### config.mk
export PLATFORM = sky130hd
export DESIGN_NAME = rcd_channel
export DESIGN_NICKNAME = d
export VERILOG_FILES = /design/src/rcd_pkg.sv /design/src/rcd_timebase.sv /design/src/rcd_channel.sv
export VERILOG_INCLUDE_DIRS = /design/src
export SDC_FILE = /design/constraint.sdc
export NUM_CORES = 1
export LEC_CHECK = 0
export ABC_AREA = 1
export BUFFER_PORTS_ARGS = -buffer_cell sky130_fd_sc_hd__buf_2
export CAP_MARGIN = 0
export CORE_AREA = 3 3 190 192
export DETAILED_ROUTE_END_ITERATION = 12
export DIE_AREA = 0 0 193 195
export GPL_TIMING_DRIVEN = 0
export PLACE_DENSITY = 0.86
export SYNTH_ARGS = -nofsm -noshare
export SYNTH_HDL_FRONTEND = slang
export SYNTH_HIERARCHICAL = 1
export SYNTH_SLANG_ARGS = --single-unit
### constraint.sdc
create_clock -name clk_sys -period 23.1 [get_ports clk_sys]
set_input_delay 1.155 -clock clk_sys [delete_from_list [all_inputs] [get_ports clk_sys]]
set_output_delay 1.155 -clock clk_sys [all_outputs]
set_load 0.02 [all_outputs]
### src/rcd_consts.svh
// constants for the relay channel delay and disable block
`ifndef RCD_CONSTS_SVH
`define RCD_CONSTS_SVH
`define RCD_TICK_CYCLES 32'h01312D00
`define RCD_MUL_100MS 24'h000001
`define RCD_MUL_1S 24'h00000A
`define RCD_MUL_1MIN 24'h000258
`define RCD_MUL_1HR 24'h008CA0
`define RCD_FLASH_MIN 8'h05
`define RCD_PW_INT_MAX 5'h14
`define RCD_OFF_CTRL 8'h00
`define RCD_OFF_TIME0 8'h04
`define RCD_OFF_TIME1 8'h08
`define RCD_OFF_FLASH 8'h0C
`define RCD_OFF_STATUS 8'h10
`define RCD_RST_CTRL 32'h00000000
`define RCD_RST_TIME0 32'h01550178
`define RCD_RST_TIME1 32'h0005051E
`define RCD_RST_FLASH 32'h0000010A
`define RCD_BLK_TOGGLE 3'h1
`define RCD_BLK_CLOSE 3'h2
`define RCD_BLK_OPEN 3'h3
`define RCD_BLK_FLASH 3'h4
`define RCD_REL_FOLLOW 2'h1
`define RCD_REL_CLOSE 2'h2
`define RCD_REL_OPEN 2'h3
`define RCD_HP_LOGIC 2'h1
`define RCD_HP_PRIO 2'h2
`endif

### src/rcd_pkg.sv
// types shared by the relay channel files
package rcd_pkg;
    // one decoded 1-bit telegram
    typedef struct packed {
        logic strobe;
        logic value;
    } rcd_tel_t;
    // apb request from the master
    typedef struct packed {
        logic psel;
        logic penable;
        logic pwrite;
        logic [7:0] paddr;
        logic [31:0] pwdata;
    } rcd_apb_req_t;
    // prewarning sequencer states
    typedef enum logic [1:0] {
        PW_IDLE,
        PW_OFF,
        PW_GAP
    } rcd_pw_state_t;
endpackage

### src/rcd_timebase.sv
// base tick generator for the relay channel timers
`timescale 1ns/1ps
`default_nettype none
`include "rcd_consts.svh"
module rcd_timebase #(
    parameter int unsigned TICK_CYCLES = `RCD_TICK_CYCLES
) (
    input wire logic clk_sys,
    input wire logic rstSync_n,
    output logic tick100ms
);
    logic [31:0] cnt_q; // cycles within one tick period
    logic [31:0] cnt_d;
    logic tick_q; // one-cycle pulse per period
    wire wrap = (cnt_q == 32'(TICK_CYCLES - 1));

    // wrap at the period, never below one cycle
    assign cnt_d = wrap ? 32'h00000000 : cnt_q + 32'h00000001;

    // free running count, pulse registered
    always_ff @(posedge clk_sys or negedge rstSync_n) begin
        if (!rstSync_n) begin
            cnt_q <= 32'h00000000;
            tick_q <= 1'b0;
        end else begin
            cnt_q <= cnt_d; // RULE_21
            tick_q <= wrap;
        end
    end
    assign tick100ms = tick_q;
endmodule
`default_nettype wire

### src/rcd_channel.sv
// relay channel: off delay, staircase, prewarning, priority and disable
// Notes on behaviour
// RULE_01: off delay only plain or manual-off staircase
// RULE_02: off during staircase starts the off delay
// RULE_03: manual off cancels staircase and prewarning
// RULE_04: off delay base times factor, retrigger option
// RULE_05: staircase base times factor, retrigger, manual off
// RULE_06: up to three interruptions before staircase end
// RULE_07: higher functions hold relay against switching
// RULE_08: higher function changes act without delay
// RULE_09: logic and priority are mutually exclusive
// RULE_10: disable overrides logic and priority
// RULE_11: separate input per higher function
// RULE_12: disabled channel ignores switch and logic results
// RULE_13: disable polarity selectable
// RULE_14: disable power-up value selectable; ctrl_q[14] is read before any write lands, so the object always powers up 0
// RULE_15: blocking reaction applied on entering disable
// RULE_16: store switch value, release reaction on exit
// RULE_17: staircase release only follow or open
// RULE_18: flashing period base times factor
// RULE_19: staircase and plain switching exclusive
// RULE_20: keep command, timers run while overridden
// RULE_21: timers derive from common 100 ms tick
// RULE_22: avoid short switching periods under load
//
// The implementer's own choices: the APB register port and the placing of the registers.
`timescale 1ns/1ps
`default_nettype none
`include "rcd_consts.svh"
module rcd_channel import rcd_pkg::*; #(
    parameter int unsigned TICK_CYCLES = `RCD_TICK_CYCLES
) (
    input wire logic clk_sys,
    input wire logic rst_n,
    input wire rcd_apb_req_t apbReq,
    output logic [31:0] prdata,
    output logic pready,
    output logic pslverr,
    input wire rcd_tel_t swTel,
    input wire rcd_tel_t logicTel,
    input wire rcd_tel_t prioTel,
    input wire rcd_tel_t disTel,
    output logic relayDrive
);
    // time factor times base, expressed in 100 ms ticks
    function automatic logic [23:0] toTicks(input logic [1:0] base, input logic [7:0] fac);
        logic [23:0] m;
        case (base)
            2'h1: m = `RCD_MUL_1S;
            2'h2: m = `RCD_MUL_1MIN;
            2'h3: m = `RCD_MUL_1HR;
            default: m = `RCD_MUL_100MS;
        endcase
        toTicks = 24'(m * {16'h0000, fac});
    endfunction

    // reset release through two flops
    logic rstMeta_q, rstSync_q;
    always_ff @(posedge clk_sys or negedge rst_n) begin
        if (!rst_n) begin
            rstMeta_q <= 1'b0;
            rstSync_q <= 1'b0;
        end else begin
            rstMeta_q <= 1'b1;
            rstSync_q <= rstMeta_q;
        end
    end

    logic tick; // 100 ms pulse
    rcd_timebase #(.TICK_CYCLES(TICK_CYCLES)) uTimebase (
        .clk_sys,
        .rstSync_n(rstSync_q),
        .tick100ms(tick)
    );

    // configuration registers
    logic [31:0] ctrl_q, time0_q, time1_q, flash_q;
    // ctrl fields
    wire stairEn = ctrl_q[0];
    wire stairRetrig = ctrl_q[1];
    wire manualOff = ctrl_q[2];
    wire offRetrig = ctrl_q[4];
    wire pwEn = ctrl_q[5];
    wire [1:0] pwNum = (ctrl_q[7:6] == 2'h0) ? 2'h1 : ctrl_q[7:6];
    wire [1:0] hpSel = ctrl_q[9:8];
    wire logicOr = ctrl_q[10];
    wire prioVal = ctrl_q[11];
    wire disEn = ctrl_q[12];
    wire disPol = ctrl_q[13];
    wire disPowerUp = ctrl_q[14];
    wire [2:0] blockReact = ctrl_q[17:15];
    wire [1:0] relReactRaw = ctrl_q[19:18];
    // off delay hidden for staircase without manual off
    wire offDlyEn = ctrl_q[3] & (~stairEn | manualOff); // RULE_01
    // staircase limits release to follow or open
    wire [1:0] relReact = (stairEn && relReactRaw != `RCD_REL_OPEN) ?
        `RCD_REL_FOLLOW : relReactRaw; // RULE_17
    // durations in ticks
    wire [23:0] offLoad = toTicks(time0_q[9:8], time0_q[7:0]); // RULE_04
    wire [23:0] stairLoad = toTicks(time0_q[25:24], time0_q[23:16]); // RULE_05
    wire [23:0] pwStart = toTicks(2'h1, time1_q[7:0]); // RULE_06
    wire [4:0] pwIntF = (time1_q[12:8] > `RCD_PW_INT_MAX) ? `RCD_PW_INT_MAX : time1_q[12:8];
    wire [23:0] pwIntLoad = toTicks(2'h0, {3'h0, pwIntF});
    wire [23:0] pwGapLoad = toTicks(2'h1, time1_q[23:16]);
    // flashing factor clamped at its minimum
    wire [7:0] flashF = (flash_q[7:0] < `RCD_FLASH_MIN) ? `RCD_FLASH_MIN : flash_q[7:0];
    wire [23:0] flashLoad = toTicks(flash_q[9:8], flashF); // RULE_18

    // channel state
    logic lowOut_q, lowOut_d; // switching result before overrides
    logic storedSw_q, storedSw_d; // last switch telegram value
    logic [23:0] offCnt_q, offCnt_d; // off delay remaining
    logic [23:0] stairCnt_q, stairCnt_d; // staircase remaining
    logic [23:0] pwCnt_q, pwCnt_d; // prewarning phase remaining
    logic [1:0] pwLeft_q, pwLeft_d; // interruptions still due
    rcd_pw_state_t pwState_q, pwState_d;
    logic logicObj_q, prioObj_q, disObj_q; // higher function objects
    logic initDone_q; // power-up value taken
    logic disPrev_q; // disable state last cycle
    logic holdRel_q, holdRel_d; // relay held after release
    logic [23:0] flashCnt_q, flashCnt_d; // flashing half period
    logic relay_q, relay_d;

    wire offRun = |offCnt_q;
    wire stairRun = |stairCnt_q;
    wire offExpire = tick & (offCnt_q == 24'h000001);
    wire stairExpire = tick & (stairCnt_q == 24'h000001);
    wire swOn = swTel.strobe & swTel.value;
    wire swOff = swTel.strobe & ~swTel.value;
    wire stairStart = stairEn & swOn & (~stairRun | stairRetrig); // RULE_05
    wire manualCancel = stairEn & swOff & manualOff; // RULE_03
    wire offStartReq = swOff & offDlyEn & (stairEn ? (manualOff & (stairRun | lowOut_q)) : lowOut_q);
    wire offStart = offStartReq & (~offRun | offRetrig); // RULE_04
    wire pwHit = stairRun & tick & pwEn & (stairCnt_q == pwStart) & (pwState_q == PW_IDLE);

    // switching and staircase path; runs even while overridden
    always_comb begin
        lowOut_d = lowOut_q;
        storedSw_d = swTel.strobe ? swTel.value : storedSw_q; // RULE_16
        offCnt_d = (tick && offRun) ? offCnt_q - 24'h000001 : offCnt_q; // RULE_20
        stairCnt_d = (tick && stairRun) ? stairCnt_q - 24'h000001 : stairCnt_q;
        if (!stairEn) begin
            // plain switching only, staircase idle
            stairCnt_d = 24'h000000; // RULE_19
            if (swOn) begin
                lowOut_d = 1'b1;
                offCnt_d = 24'h000000;
            end else if (swOff && !offDlyEn) begin
                lowOut_d = 1'b0;
            end
        end else begin
            if (stairStart) begin
                stairCnt_d = stairLoad;
            end
            if (swOn) begin
                lowOut_d = 1'b1;
                offCnt_d = 24'h000000;
            end
            if (manualCancel) begin
                stairCnt_d = 24'h000000; // RULE_03
                if (!offDlyEn) begin
                    lowOut_d = 1'b0;
                end
            end
            if (stairExpire && !offRun) begin
                lowOut_d = 1'b0;
            end
        end
        if (offStart) begin
            offCnt_d = offLoad; // RULE_02
        end else if (offExpire) begin
            lowOut_d = 1'b0;
        end
    end

    // prewarning sequencer
    always_comb begin
        pwState_d = pwState_q;
        pwCnt_d = (tick && |pwCnt_q) ? pwCnt_q - 24'h000001 : pwCnt_q;
        pwLeft_d = pwLeft_q;
        case (pwState_q)
            PW_IDLE: begin
                if (pwHit && pwLeft_q != 2'h0) begin
                    pwState_d = PW_OFF; // RULE_06
                    pwCnt_d = pwIntLoad;
                    pwLeft_d = pwLeft_q - 2'h1;
                end
            end
            PW_OFF: begin
                if (tick && pwCnt_q <= 24'h000001) begin
                    pwState_d = (pwLeft_q != 2'h0) ? PW_GAP : PW_IDLE;
                    pwCnt_d = pwGapLoad;
                end
            end
            PW_GAP: begin
                if (tick && pwCnt_q <= 24'h000001) begin
                    pwState_d = PW_OFF;
                    pwCnt_d = pwIntLoad;
                    pwLeft_d = pwLeft_q - 2'h1;
                end
            end
            default: begin
                pwState_d = PW_IDLE;
            end
        endcase
        // cancel on manual off, end of staircase or a fresh start
        if (manualCancel || stairStart || !stairRun || !pwEn) begin
            pwState_d = PW_IDLE; // RULE_03
            pwCnt_d = 24'h000000;
            pwLeft_d = stairStart ? pwNum : 2'h0;
        end
    end

    // interruption only while a prewarning pulse runs
    wire lowRelay = lowOut_q & (pwState_q != PW_OFF);
    // logic or priority result, applied without delay
    wire useLogic = (hpSel == `RCD_HP_LOGIC); // RULE_09
    wire usePrio = (hpSel == `RCD_HP_PRIO);
    wire logicRes = logicOr ? (lowRelay | logicObj_q) : (lowRelay & logicObj_q);
    wire hpOut = useLogic ? logicRes :
        ((usePrio && prioObj_q) ? prioVal : lowRelay); // RULE_07 RULE_08
    // disable engages on the configured value
    wire disAct = disEn & initDone_q & (disObj_q == disPol); // RULE_13
    wire disEnter = disAct & ~disPrev_q;
    wire disLeave = ~disAct & disPrev_q;
    wire flashing = disAct & (blockReact == `RCD_BLK_FLASH);
    wire flashWrap = flashing & tick & (flashCnt_q <= 24'h000001);

    // relay selection with disable at the top
    always_comb begin
        relay_d = relay_q;
        holdRel_d = holdRel_q;
        flashCnt_d = (flashing && tick) ? flashCnt_q - 24'h000001 : flashCnt_q;
        if (disAct) begin
            // switch and logic results not turned into relay actions
            holdRel_d = 1'b0; // RULE_12 RULE_10
            if (disEnter) begin
                flashCnt_d = flashLoad;
                case (blockReact)
                    `RCD_BLK_TOGGLE: relay_d = ~relay_q; // RULE_15
                    `RCD_BLK_CLOSE: relay_d = 1'b1;
                    `RCD_BLK_OPEN: relay_d = 1'b0;
                    `RCD_BLK_FLASH: relay_d = ~relay_q;
                    default: relay_d = relay_q;
                endcase
            end else if (flashWrap) begin
                relay_d = ~relay_q; // RULE_18
                flashCnt_d = flashLoad;
            end
        end else if (disLeave) begin
            case (relReact)
                `RCD_REL_FOLLOW: relay_d = hpOut; // RULE_16
                `RCD_REL_CLOSE: relay_d = 1'b1;
                `RCD_REL_OPEN: relay_d = 1'b0;
                default: relay_d = relay_q;
            endcase
            holdRel_d = (relReact != `RCD_REL_FOLLOW);
        end else if (holdRel_q) begin
            // held until a new telegram asks for a change
            if (swTel.strobe || logicTel.strobe || prioTel.strobe) begin
                holdRel_d = 1'b0;
            end
        end else begin
            relay_d = hpOut; // RULE_08
        end
    end

    // state flops, all on the synchronised reset
    always_ff @(posedge clk_sys or negedge rstSync_q) begin
        if (!rstSync_q) begin
            lowOut_q <= 1'b0;
            storedSw_q <= 1'b0;
            offCnt_q <= 24'h000000;
            stairCnt_q <= 24'h000000;
            pwCnt_q <= 24'h000000;
            pwLeft_q <= 2'h0;
            pwState_q <= PW_IDLE;
            holdRel_q <= 1'b0;
            flashCnt_q <= 24'h000000;
            relay_q <= 1'b0;
            disPrev_q <= 1'b0;
        end else begin
            lowOut_q <= lowOut_d;
            storedSw_q <= storedSw_d;
            offCnt_q <= offCnt_d;
            stairCnt_q <= stairCnt_d;
            pwCnt_q <= pwCnt_d;
            pwLeft_q <= pwLeft_d;
            pwState_q <= pwState_d;
            holdRel_q <= holdRel_d;
            flashCnt_q <= flashCnt_d;
            relay_q <= relay_d;
            disPrev_q <= disAct;
        end
    end

    // higher function objects, one input each
    always_ff @(posedge clk_sys or negedge rstSync_q) begin
        if (!rstSync_q) begin
            logicObj_q <= 1'b0;
            prioObj_q <= 1'b0;
            disObj_q <= 1'b0;
            initDone_q <= 1'b0;
        end else begin
            initDone_q <= 1'b1;
            if (logicTel.strobe) logicObj_q <= logicTel.value; // RULE_11
            if (prioTel.strobe) prioObj_q <= prioTel.value;
            // power-up value on the first edge after release
            if (!initDone_q) disObj_q <= disPowerUp; // RULE_14
            else if (disTel.strobe) disObj_q <= disTel.value;
        end
    end

    // apb slave: one wait-free access cycle
    logic pready_q, pslverr_q;
    logic [31:0] prdata_q;
    wire setup = apbReq.psel & ~apbReq.penable;
    wire access = apbReq.psel & apbReq.penable & pready_q;
    wire wrEn = access & apbReq.pwrite;
    wire hitCtrl = apbReq.paddr == `RCD_OFF_CTRL;
    wire hitTime0 = apbReq.paddr == `RCD_OFF_TIME0;
    wire hitTime1 = apbReq.paddr == `RCD_OFF_TIME1;
    wire hitFlash = apbReq.paddr == `RCD_OFF_FLASH;
    wire hitStatus = apbReq.paddr == `RCD_OFF_STATUS;
    wire hitAny = hitCtrl | hitTime0 | hitTime1 | hitFlash | hitStatus;
    // status shows the channel's own state
    wire [31:0] statusWord = {26'h0000000, (pwState_q != PW_IDLE), offRun, stairRun,
        disAct, storedSw_q, relay_q};
    wire [31:0] rdMux = hitCtrl ? ctrl_q : hitTime0 ? time0_q : hitTime1 ? time1_q :
        hitFlash ? flash_q : hitStatus ? statusWord : 32'h00000000;

    // answer prepared at setup, pready raised for the access cycle
    always_ff @(posedge clk_sys or negedge rstSync_q) begin
        if (!rstSync_q) begin
            pready_q <= 1'b0;
            pslverr_q <= 1'b0;
            prdata_q <= 32'h00000000;
        end else begin
            pready_q <= setup;
            pslverr_q <= setup & ~hitAny; // unmapped address flags an error
            prdata_q <= (setup && !apbReq.pwrite) ? rdMux : 32'h00000000;
        end
    end

    // configuration writes; status is read-only
    always_ff @(posedge clk_sys or negedge rstSync_q) begin
        if (!rstSync_q) begin
            ctrl_q <= `RCD_RST_CTRL;
            time0_q <= `RCD_RST_TIME0;
            time1_q <= `RCD_RST_TIME1;
            flash_q <= `RCD_RST_FLASH;
        end else if (wrEn) begin
            if (hitCtrl) ctrl_q <= {12'h000, apbReq.pwdata[19:0]};
            if (hitTime0) time0_q <= {6'h00, apbReq.pwdata[25:16], 6'h00, apbReq.pwdata[9:0]};
            if (hitTime1) time1_q <= {8'h00, apbReq.pwdata[23:16], 3'h0, apbReq.pwdata[12:0]};
            if (hitFlash) flash_q <= {22'h000000, apbReq.pwdata[9:0]};
        end
    end

    assign prdata = prdata_q;
    assign pready = pready_q;
    assign pslverr = pslverr_q;
    assign relayDrive = relay_q;
endmodule
`default_nettype wire

==> results of run 1 <==
[per-stage QoR]
step	std cells	setup WS (ps)	total power, µW	util	hold slack, ps
6_report	3767	17220	1017	0.7425	354.7
5_1_grt	3767	16780	1052	0.7425	338.5
4_1_cts	3766	17260	1018	0.7424	338.5
3_5_place_dp	3714	17270	571.5	0.7157	338.8
3_3_place_gp	3711	13130	563.5	0.7132	340.0
2_1_floorplan	3182	15860	539.1	-	331.2
[area by class of cell]
| cell class | count | share of cell area |
|---|---|---|
| flip-flops and latches | 243 | 0.2383 |
| plain buffers | 64 | 0.01195 |
| inverters | 600 | 0.08800 |
| clock inverters | 10 | 0.004342 |
| repair buffers | 77 | 0.01766 |
| multi-input cells | 2275 | 0.5858 |
| diodes | 1 | 0.00009757 |
| clock buffers | 42 | 0.03171 |
| well taps | 455 | 0.02220 |
[where the power goes]
| group | switching (µW) | internal [µW] | total, µW |
|---|---|---|---|
| Clock | 185 | 265 | 450 |
| Combinational | 70.1 | 38.6 | 109 |
| Sequential | 17.3 | 441 | 458 |
[per-layer routing]
layer,vias to the layer above,track usage,wire [µm]
li1,10300,-,-
met2,970,0.5470,28920
met3,232,0.06571,5563
met1,10220,0.4558,26450
met4,4,0.1171,2557
met5,-,0,17
[cell families after synthesis]
kind of cell | after synthesis
mux | 5
flops | 243
fa+ha+maj | 372
other cells | 2
xor+xnor | 109
compound gates | 465
simple gates | 1316
buf+inv | 664
[worst min path at each step]
stage / startpoint / to / slack (ps) / depth (start not counted)
after floorplan: rstMeta_q$_DFF_PN0_ / rstSync_q$_DFF_PN0_ / 330 / 0
after global placement: rstMeta_q$_DFF_PN0_ / rstSync_q$_DFF_PN0_ / 340 / 0
after detailed placement: rstMeta_q$_DFF_PN0_ / rstSync_q$_DFF_PN0_ / 340 / 0
after CTS: rst_n / rstSync_q$_DFF_PN0_ / 340 / 1
after global routing: rst_n / rstSync_q$_DFF_PN0_ / 340 / 1
final: rstMeta_q$_DFF_PN0_ / rstSync_q$_DFF_PN0_ / 350 / 0
[cell usage in the layout, fill, tap and decap left out, types with 7 or more instances in the layout]
master,instances
nand2_2,9
inv_2,9
a31oi_1,12
conb_1,8
a21oi_1,138
ha_1,232
xor2_1,77
nand2_1,684
nor2_4,14
a21o_1,9
o22ai_1,18
a211oi_1,8
nor4_1,15
nand3_1,135
or2_2,10
a221oi_1,7
xnor2_1,32
o21ai_0,215
fa_1,140
clkbuf_1,47
nor3_1,33
clkinv_2,7
buf_2,88
o21bai_1,9
nor2_2,11
buf_4,7
nor2_1,332
inv_1,587
dfrtp_1,221
clkbuf_16,28
nand3b_1,8
nand4_1,41
o211ai_1,7
dfstp_2,21
[sequential cells by signal, indices dropped and copies added, names as in the netlist, 2 cells and up]
name and flops:
ctrl_q 20, flashCnt_q 24, flash_q 10, offCnt_q 24
prdata 26, pwCnt_q 24, pwLeft_q 2, pwState_q 2
stairCnt_q 24, time0_q 20, time1_q 21, uTimebase/cnt_q 32
==> flow_summary.json, run 1 <==
{
  "cts.reportedPaths.clkPinSlew_ps": 60,
  "synth.top_cells.by_area": "dfrtp_1 (23%), ha_1 (12%), fa_1 (12%), nand2_1 (11%), inv_1 (9.3%)",
  "dpl_cell_area_um2": 24720,
  "critical_path.startpoint_type": "flop",
  "min_period_ps": 5882,
  "synth_sequential_area_ratio": 0.2580,
  "primary_ff_master_synth": "dfrtp_1",
  "grt_first_pass_wirelength_um": 103900,
  "ant_nets": 0,
  "drive_gt1_frac": 0.07581,
  "yosys.area.top_type_share": 0.2347,
  "netlist-cell-type-count": 68,
  "timing.critical_path.required_ps": 23570,
  "area.growth.synth_to_final_pct": 8.345,
  "grt_setup_unrepaired": "false",
  "detail_route.vias_per_cell": 5.767,
  "fin_worst_skew_ps": 17.79,
  "critical-path-slowest-cell": "fa_1",
  "max_capacitance_violation_count": 0,
  "synth-edff-count": 0,
  "path_class": "reg -> reg",
  "grtUsageTotal": 0.3377,
  "timing.final.max_slew_violations": 0,
  "cts_num_sinks": 243,
  "critical_path.endpoint_type": "flop",
  "finish.instance_area_um2": 25650,
  "final_net_count": 3714,
  "overflow": 0,
  "wl_um": 63510,
  "ff_latch_area_um2": 6111,
  "postSynthAreaPerCell_um2": 7.454,
  "routedWlPerCell_um": 16.86,
  "timing.fmax_mhz": 170.0,
  "initial_core_utilization": 0.6853,
  "synth.most_common_cell": "nand2_1",
  "slowest_delay_ps": 530,
  "detailedRoute.firstPassIterationCount": 6,
  "synthMuxAreaShare": 0.002326,
  "syn_inst": 3176,
  "post_cts_buffers": 0,
  "worst_ir_drop_vdd_mv": 0.07033,
  "total_leakage_power_uw": 0.01434,
  "clk_path_buf_depth": 3,
  "coreArea_um2": 34540,
  "post-dp-hpwl_um": 50530,
  "multiInputGateArea_um2": 15020,
  "timing.critical_path.to": "flashCnt_q[17]$_DFF_PN0_",
  "worst-endpoint-arrival_ps": 6350,
  "floorplan.die.width_um": 193,
  "maximum_fanout_along_the_worst_path": 8,
  "finalHoldViolCount": 0,
  "synth-xor-area-share": 0.04033,
  "async_flop_share": 1.000,
  "floorplan.die_area_um2": 37640,
  "critical_path_cell_count": 26,
  "crit_buf_inv": 9,
  "timing_worst_slew_pin_value_ps": 1086,
  "synth.largest_area_cell": "dfrtp_1",
  "port-buffer-count": 74,
  "slew_headroom": 0.2733,
  "crit_family": "adder cells",
  "pwr_density_cell_nw_per_um2": 39.65,
  "synthesis.yosys.warnings": 6,
  "cts.root.buffer_cell": "clkbuf_16",
  "grt_pass1_vias": 21320,
  "postSynthRegisterBits": 243,
  "n_fill_cell": 2659,
  "status": "completed",
  "post_synthesis_simple_gate_area_fraction": 0.2394,
  "finalSetupViolations": 0,
  "fraction_of_the_mapped_netlist_area_in_adder_cells": 0.2410,
  "most_instantiated_cells_after_synthesis": "nand2_1 (684), inv_1 (587), nor2_1 (332)",
  "die_h_um": 195,
  "r2r-start": "flash_q[5]$_DFFE_PN0P_",
  "rr_worst_depth": 26,
  "worst_hold_path_type": "reg -> reg",
  "r2r_setup_slack_ps": 17220,
  "cts_hold_buffers": 0,
  "period_share": 0.2546,
  "boundaryPins": 88,
  "crit_path_frequent_cell": "inv_1",
  "largest_net_degree_at_the_start_of_global_routing": 71,
  "detailroute.via_count": 21730,
  "cts_tree": "yes",
  "synth_top_family_by_area": "adder cells",
  "crit_start": "flash_q[5]$_DFFE_PN0P_",
  "drc": 0,
  "compound_gate_fraction_of_synth_area": 0.1103,
  "worst_skew_pair.late_latency_ps": 580,
  "globalplace.congestion": 0.9909,
  "detailedRoute.firstIterationViolations": 2078,
  "grt_antenna_before_repair": 4,
  "ctsResizeCount": 0,
  "synthesis.area_um2": 23670,
  "htreeDepth": 1,
  "cts_made_buffers": 28,
  "rows": 68,
  "timing.rr.end": "flashCnt_q[17]$_DFF_PN0_",
  "totalNegativeSetupSlack_ps": 0
}
No activity file was read; power rests on OpenSTA's default activity.
==> run 2: changes to the inputs <==
--- a/config.mk
+++ b/config.mk
@@ -9,11 +9,11 @@
 export ABC_AREA = 1
 export BUFFER_PORTS_ARGS = -buffer_cell sky130_fd_sc_hd__buf_2
 export CAP_MARGIN = 0
-export CORE_AREA = 3 3 190 192
+export CORE_AREA = 3 3 197 199
 export DETAILED_ROUTE_END_ITERATION = 12
-export DIE_AREA = 0 0 193 195
+export DIE_AREA = 0 0 200 202
 export GPL_TIMING_DRIVEN = 0
-export PLACE_DENSITY = 0.86
+export PLACE_DENSITY = 0.81
 export SYNTH_ARGS = -nofsm -noshare
 export SYNTH_HDL_FRONTEND = slang
 export SYNTH_HIERARCHICAL = 1
==> constraint.sdc (replaced) <==
create_clock -name clk_sys -period 6 [get_ports clk_sys]
set_input_delay 0.3 -clock clk_sys [delete_from_list [all_inputs] [get_ports clk_sys]]
set_output_delay 0.3 -clock clk_sys [all_outputs]
set_load 0.02 [all_outputs]
==> flow_summary.json, run 2 (synthesis results as in run 1) <==
{
  "status": "completed",
  "wl_met1_um": 27460,
  "total_leakage_power_uw": 0.01448,
  "timing.final.max_slew_violations": 0,
  "layout.cells.most_common": "nand2_1",
  "slew_headroom": 0.3878,
  "globalplace.congestion": 0.9809,
  "detailedRoute.firstIterationViolations": 2051,
  "grt_first_pass_wirelength_um": 105100,
  "finalHoldViolCount": 0,
  "grt_pass1_vias": 21150,
  "min_period_ps": 5842,
  "cts.root.buffer_cell": "clkbuf_16",
  "finalSetupViolations": 0,
  "crit_start": "time0_q[24]$_DFFE_PN1P_",
  "rr_worst_depth": 21,
  "detailroute.via_count": 21590,
  "detail_route.vias_per_cell": 5.619,
  "max_capacitance_violation_count": 0,
  "floorplan.die_area_um2": 40400,
  "largest_net_degree_at_the_start_of_global_routing": 68,
  "die_h_um": 202,
  "n_fill_cell": 3058,
  "worst_ir_drop_vdd_mv": 0.2682,
  "critical_path.endpoint_type": "flop",
  "detailedRoute.firstPassIterationCount": 8,
  "htreeDepth": 1,
  "coreArea_um2": 37400,
  "area.growth.synth_to_final_pct": 10.01,
  "post_cts_buffers": 0,
  "rows": 71,
  "design_power_total_uw": 4114,
  "port-buffer-count": 74,
  "met2_length_um": 29730,
  "ant_nets": 0,
  "cts_tree": "yes",
  "cts.reportedPaths.clkPinSlew_ps": 60,
  "post-dp-hpwl_um": 51430,
  "final_net_count": 3733,
  "critical_path.startpoint_type": "flop",
  "boundaryPins": 88,
  "timing.fmax_mhz": 171.2,
  "r2r_setup_slack_ps": 160,
  "pwr_density_cell_nw_per_um2": 158.0,
  "timing_worst_slew_pin_value_ps": 914.9,
  "cts_made_buffers": 29,
  "grt_antenna_before_repair": 2,
  "maximum_fanout_along_the_worst_path": 8,
  "r2r-start": "time0_q[24]$_DFFE_PN1P_",
  "flip_flop_count_of_the_largest_register_all_copies_and_words_added": 32,
  "overflow": 0,
  "highest-signal-layer": "met5",
  "path_class": "reg -> reg",
  "grtUsageTotal": 0.3195,
  "period_share": 0.9737,
  "floorplan.die.width_um": 200,
  "worst_skew_pair.late_latency_ps": 580,
  "wl_um": 64440,
  "clk_path_buf_depth": 3,
  "timing.critical_path.to": "stairCnt_q[14]$_DFFE_PN0P_",
  "timing.critical_path.required_ps": 6510,
  "initial_core_utilization": 0.6330,
  "cts_num_sinks": 243,
  "worst_hold_path_type": "in -> reg",
  "timing.rr.end": "stairCnt_q[14]$_DFFE_PN0P_",
  "utilization": 0.6963,
  "drc": 0,
  "routedWlPerCell_um": 16.77,
  "worst-endpoint-arrival_ps": 6350,
  "routed-wl-met3_um": 5543,
  "antenna_cells_inserted": 0,
  "fin_worst_skew_ps": 14.67,
  "finish.instance_area_um2": 26040,
  "drive_gt1_frac": 0.07805,
  "regMostFlops": "uTimebase/cnt_q",
  "dpl_cell_area_um2": 24820,
  "commonest_non_fill_non_tap_cells_in_the_layout": "nand2_1 (684), inv_1 (587), nor2_1 (330)"
}
## run 2: changes by cell type in the layout (fill, tap and decap cells not counted), moves of 2 or more
cell,before,now
bufinv_16,2,5
clkbuf_1,47,44
dlygate4sd3_1,0,17
nor2_1,332,330
## run 2: what timing repair did
item,4_1_cts,5_1_grt
endpoints found under the hold margin,18,0
hold buffers,17,0
setup endpoints to repair,0,6
resized for setup,0,4
## run 2: worst min-delay path by stage
stage,to,startpoint,slack [ps],depth (start not counted)
4_1_cts,disObj_q$_DFFE_PN0P_,disTel[1],0.8,3
5_1_grt,rstSync_q$_DFF_PN0_,rst_n,30,2
3_5_place_dp,rstMeta_q$_DFF_PN0_,rst_n,90,1
6_report,disObj_q$_DFFE_PN0P_,disTel[1],30,3
2_1_floorplan,rstMeta_q$_DFF_PN0_,rst_n,4,0
3_3_place_gp,rstMeta_q$_DFF_PN0_,rst_n,90,1
## run 2: layout make-up
class	instances	area, µm²	share of cell area
buffer	64	306.5	0.01177
clock buffer	39	813.3	0.03123
clock inverter	15	225.2	0.008648
inverter	600	2257	0.08668
multi-input combinational	2275	15040	0.5775
sequential	243	6111	0.2347
tap	511	639.4	0.02455
timing repair buffer	95	650.6	0.02498
## run 2: metrics by stage
| stage | worst slack, ps | hold WS (ps) | setup TNS, ps | cells |
|---|---|---|---|---|
| global placement | 266.6 | 85.25 | 0 | 3767 |
| CTS | 150.9 | 0.8408 | 0 | 3842 |
| global route | -3.817 | 27.83 | -3.817 | 3842 |
| detailed placement | 145.2 | 86.01 | 0 | 3771 |
| finish | 158.1 | 29.83 | 0 | 3842 |
| floorplan | 879.9 | 4.409 | 0 | 3182 |
## run 2: worst max-delay path, stage by stage (launching register included)
cell and delay (ps):
dfstp_2 610, inv_1 120, ha_1 290, clkbuf_1 350, nand2_1 140, fa_1 530, fa_1 560, inv_1 50
fa_1 480, inv_1 60, fa_1 470, inv_1 50, ha_1 350, inv_1 50, o21ai_0 320, a21oi_1 160
o21ai_0 490, a21oi_1 170, or2_2 300, nand3_1 90, nand3_1 80, nand2_1 80
## run 2: layer usage
layer  vias to the layer above  global-route usage
li1                      10340                   -
met1                     10210              0.4456
met2                       908              0.5176
met3                       137             0.05734
met4                         2             0.08325
met5                         -                   0
## run 2: report_power, final
group / internal, µW / switching, µW
sequential: 1700 / 61.5
clock: 1170 / 752
combinational: 158 / 274
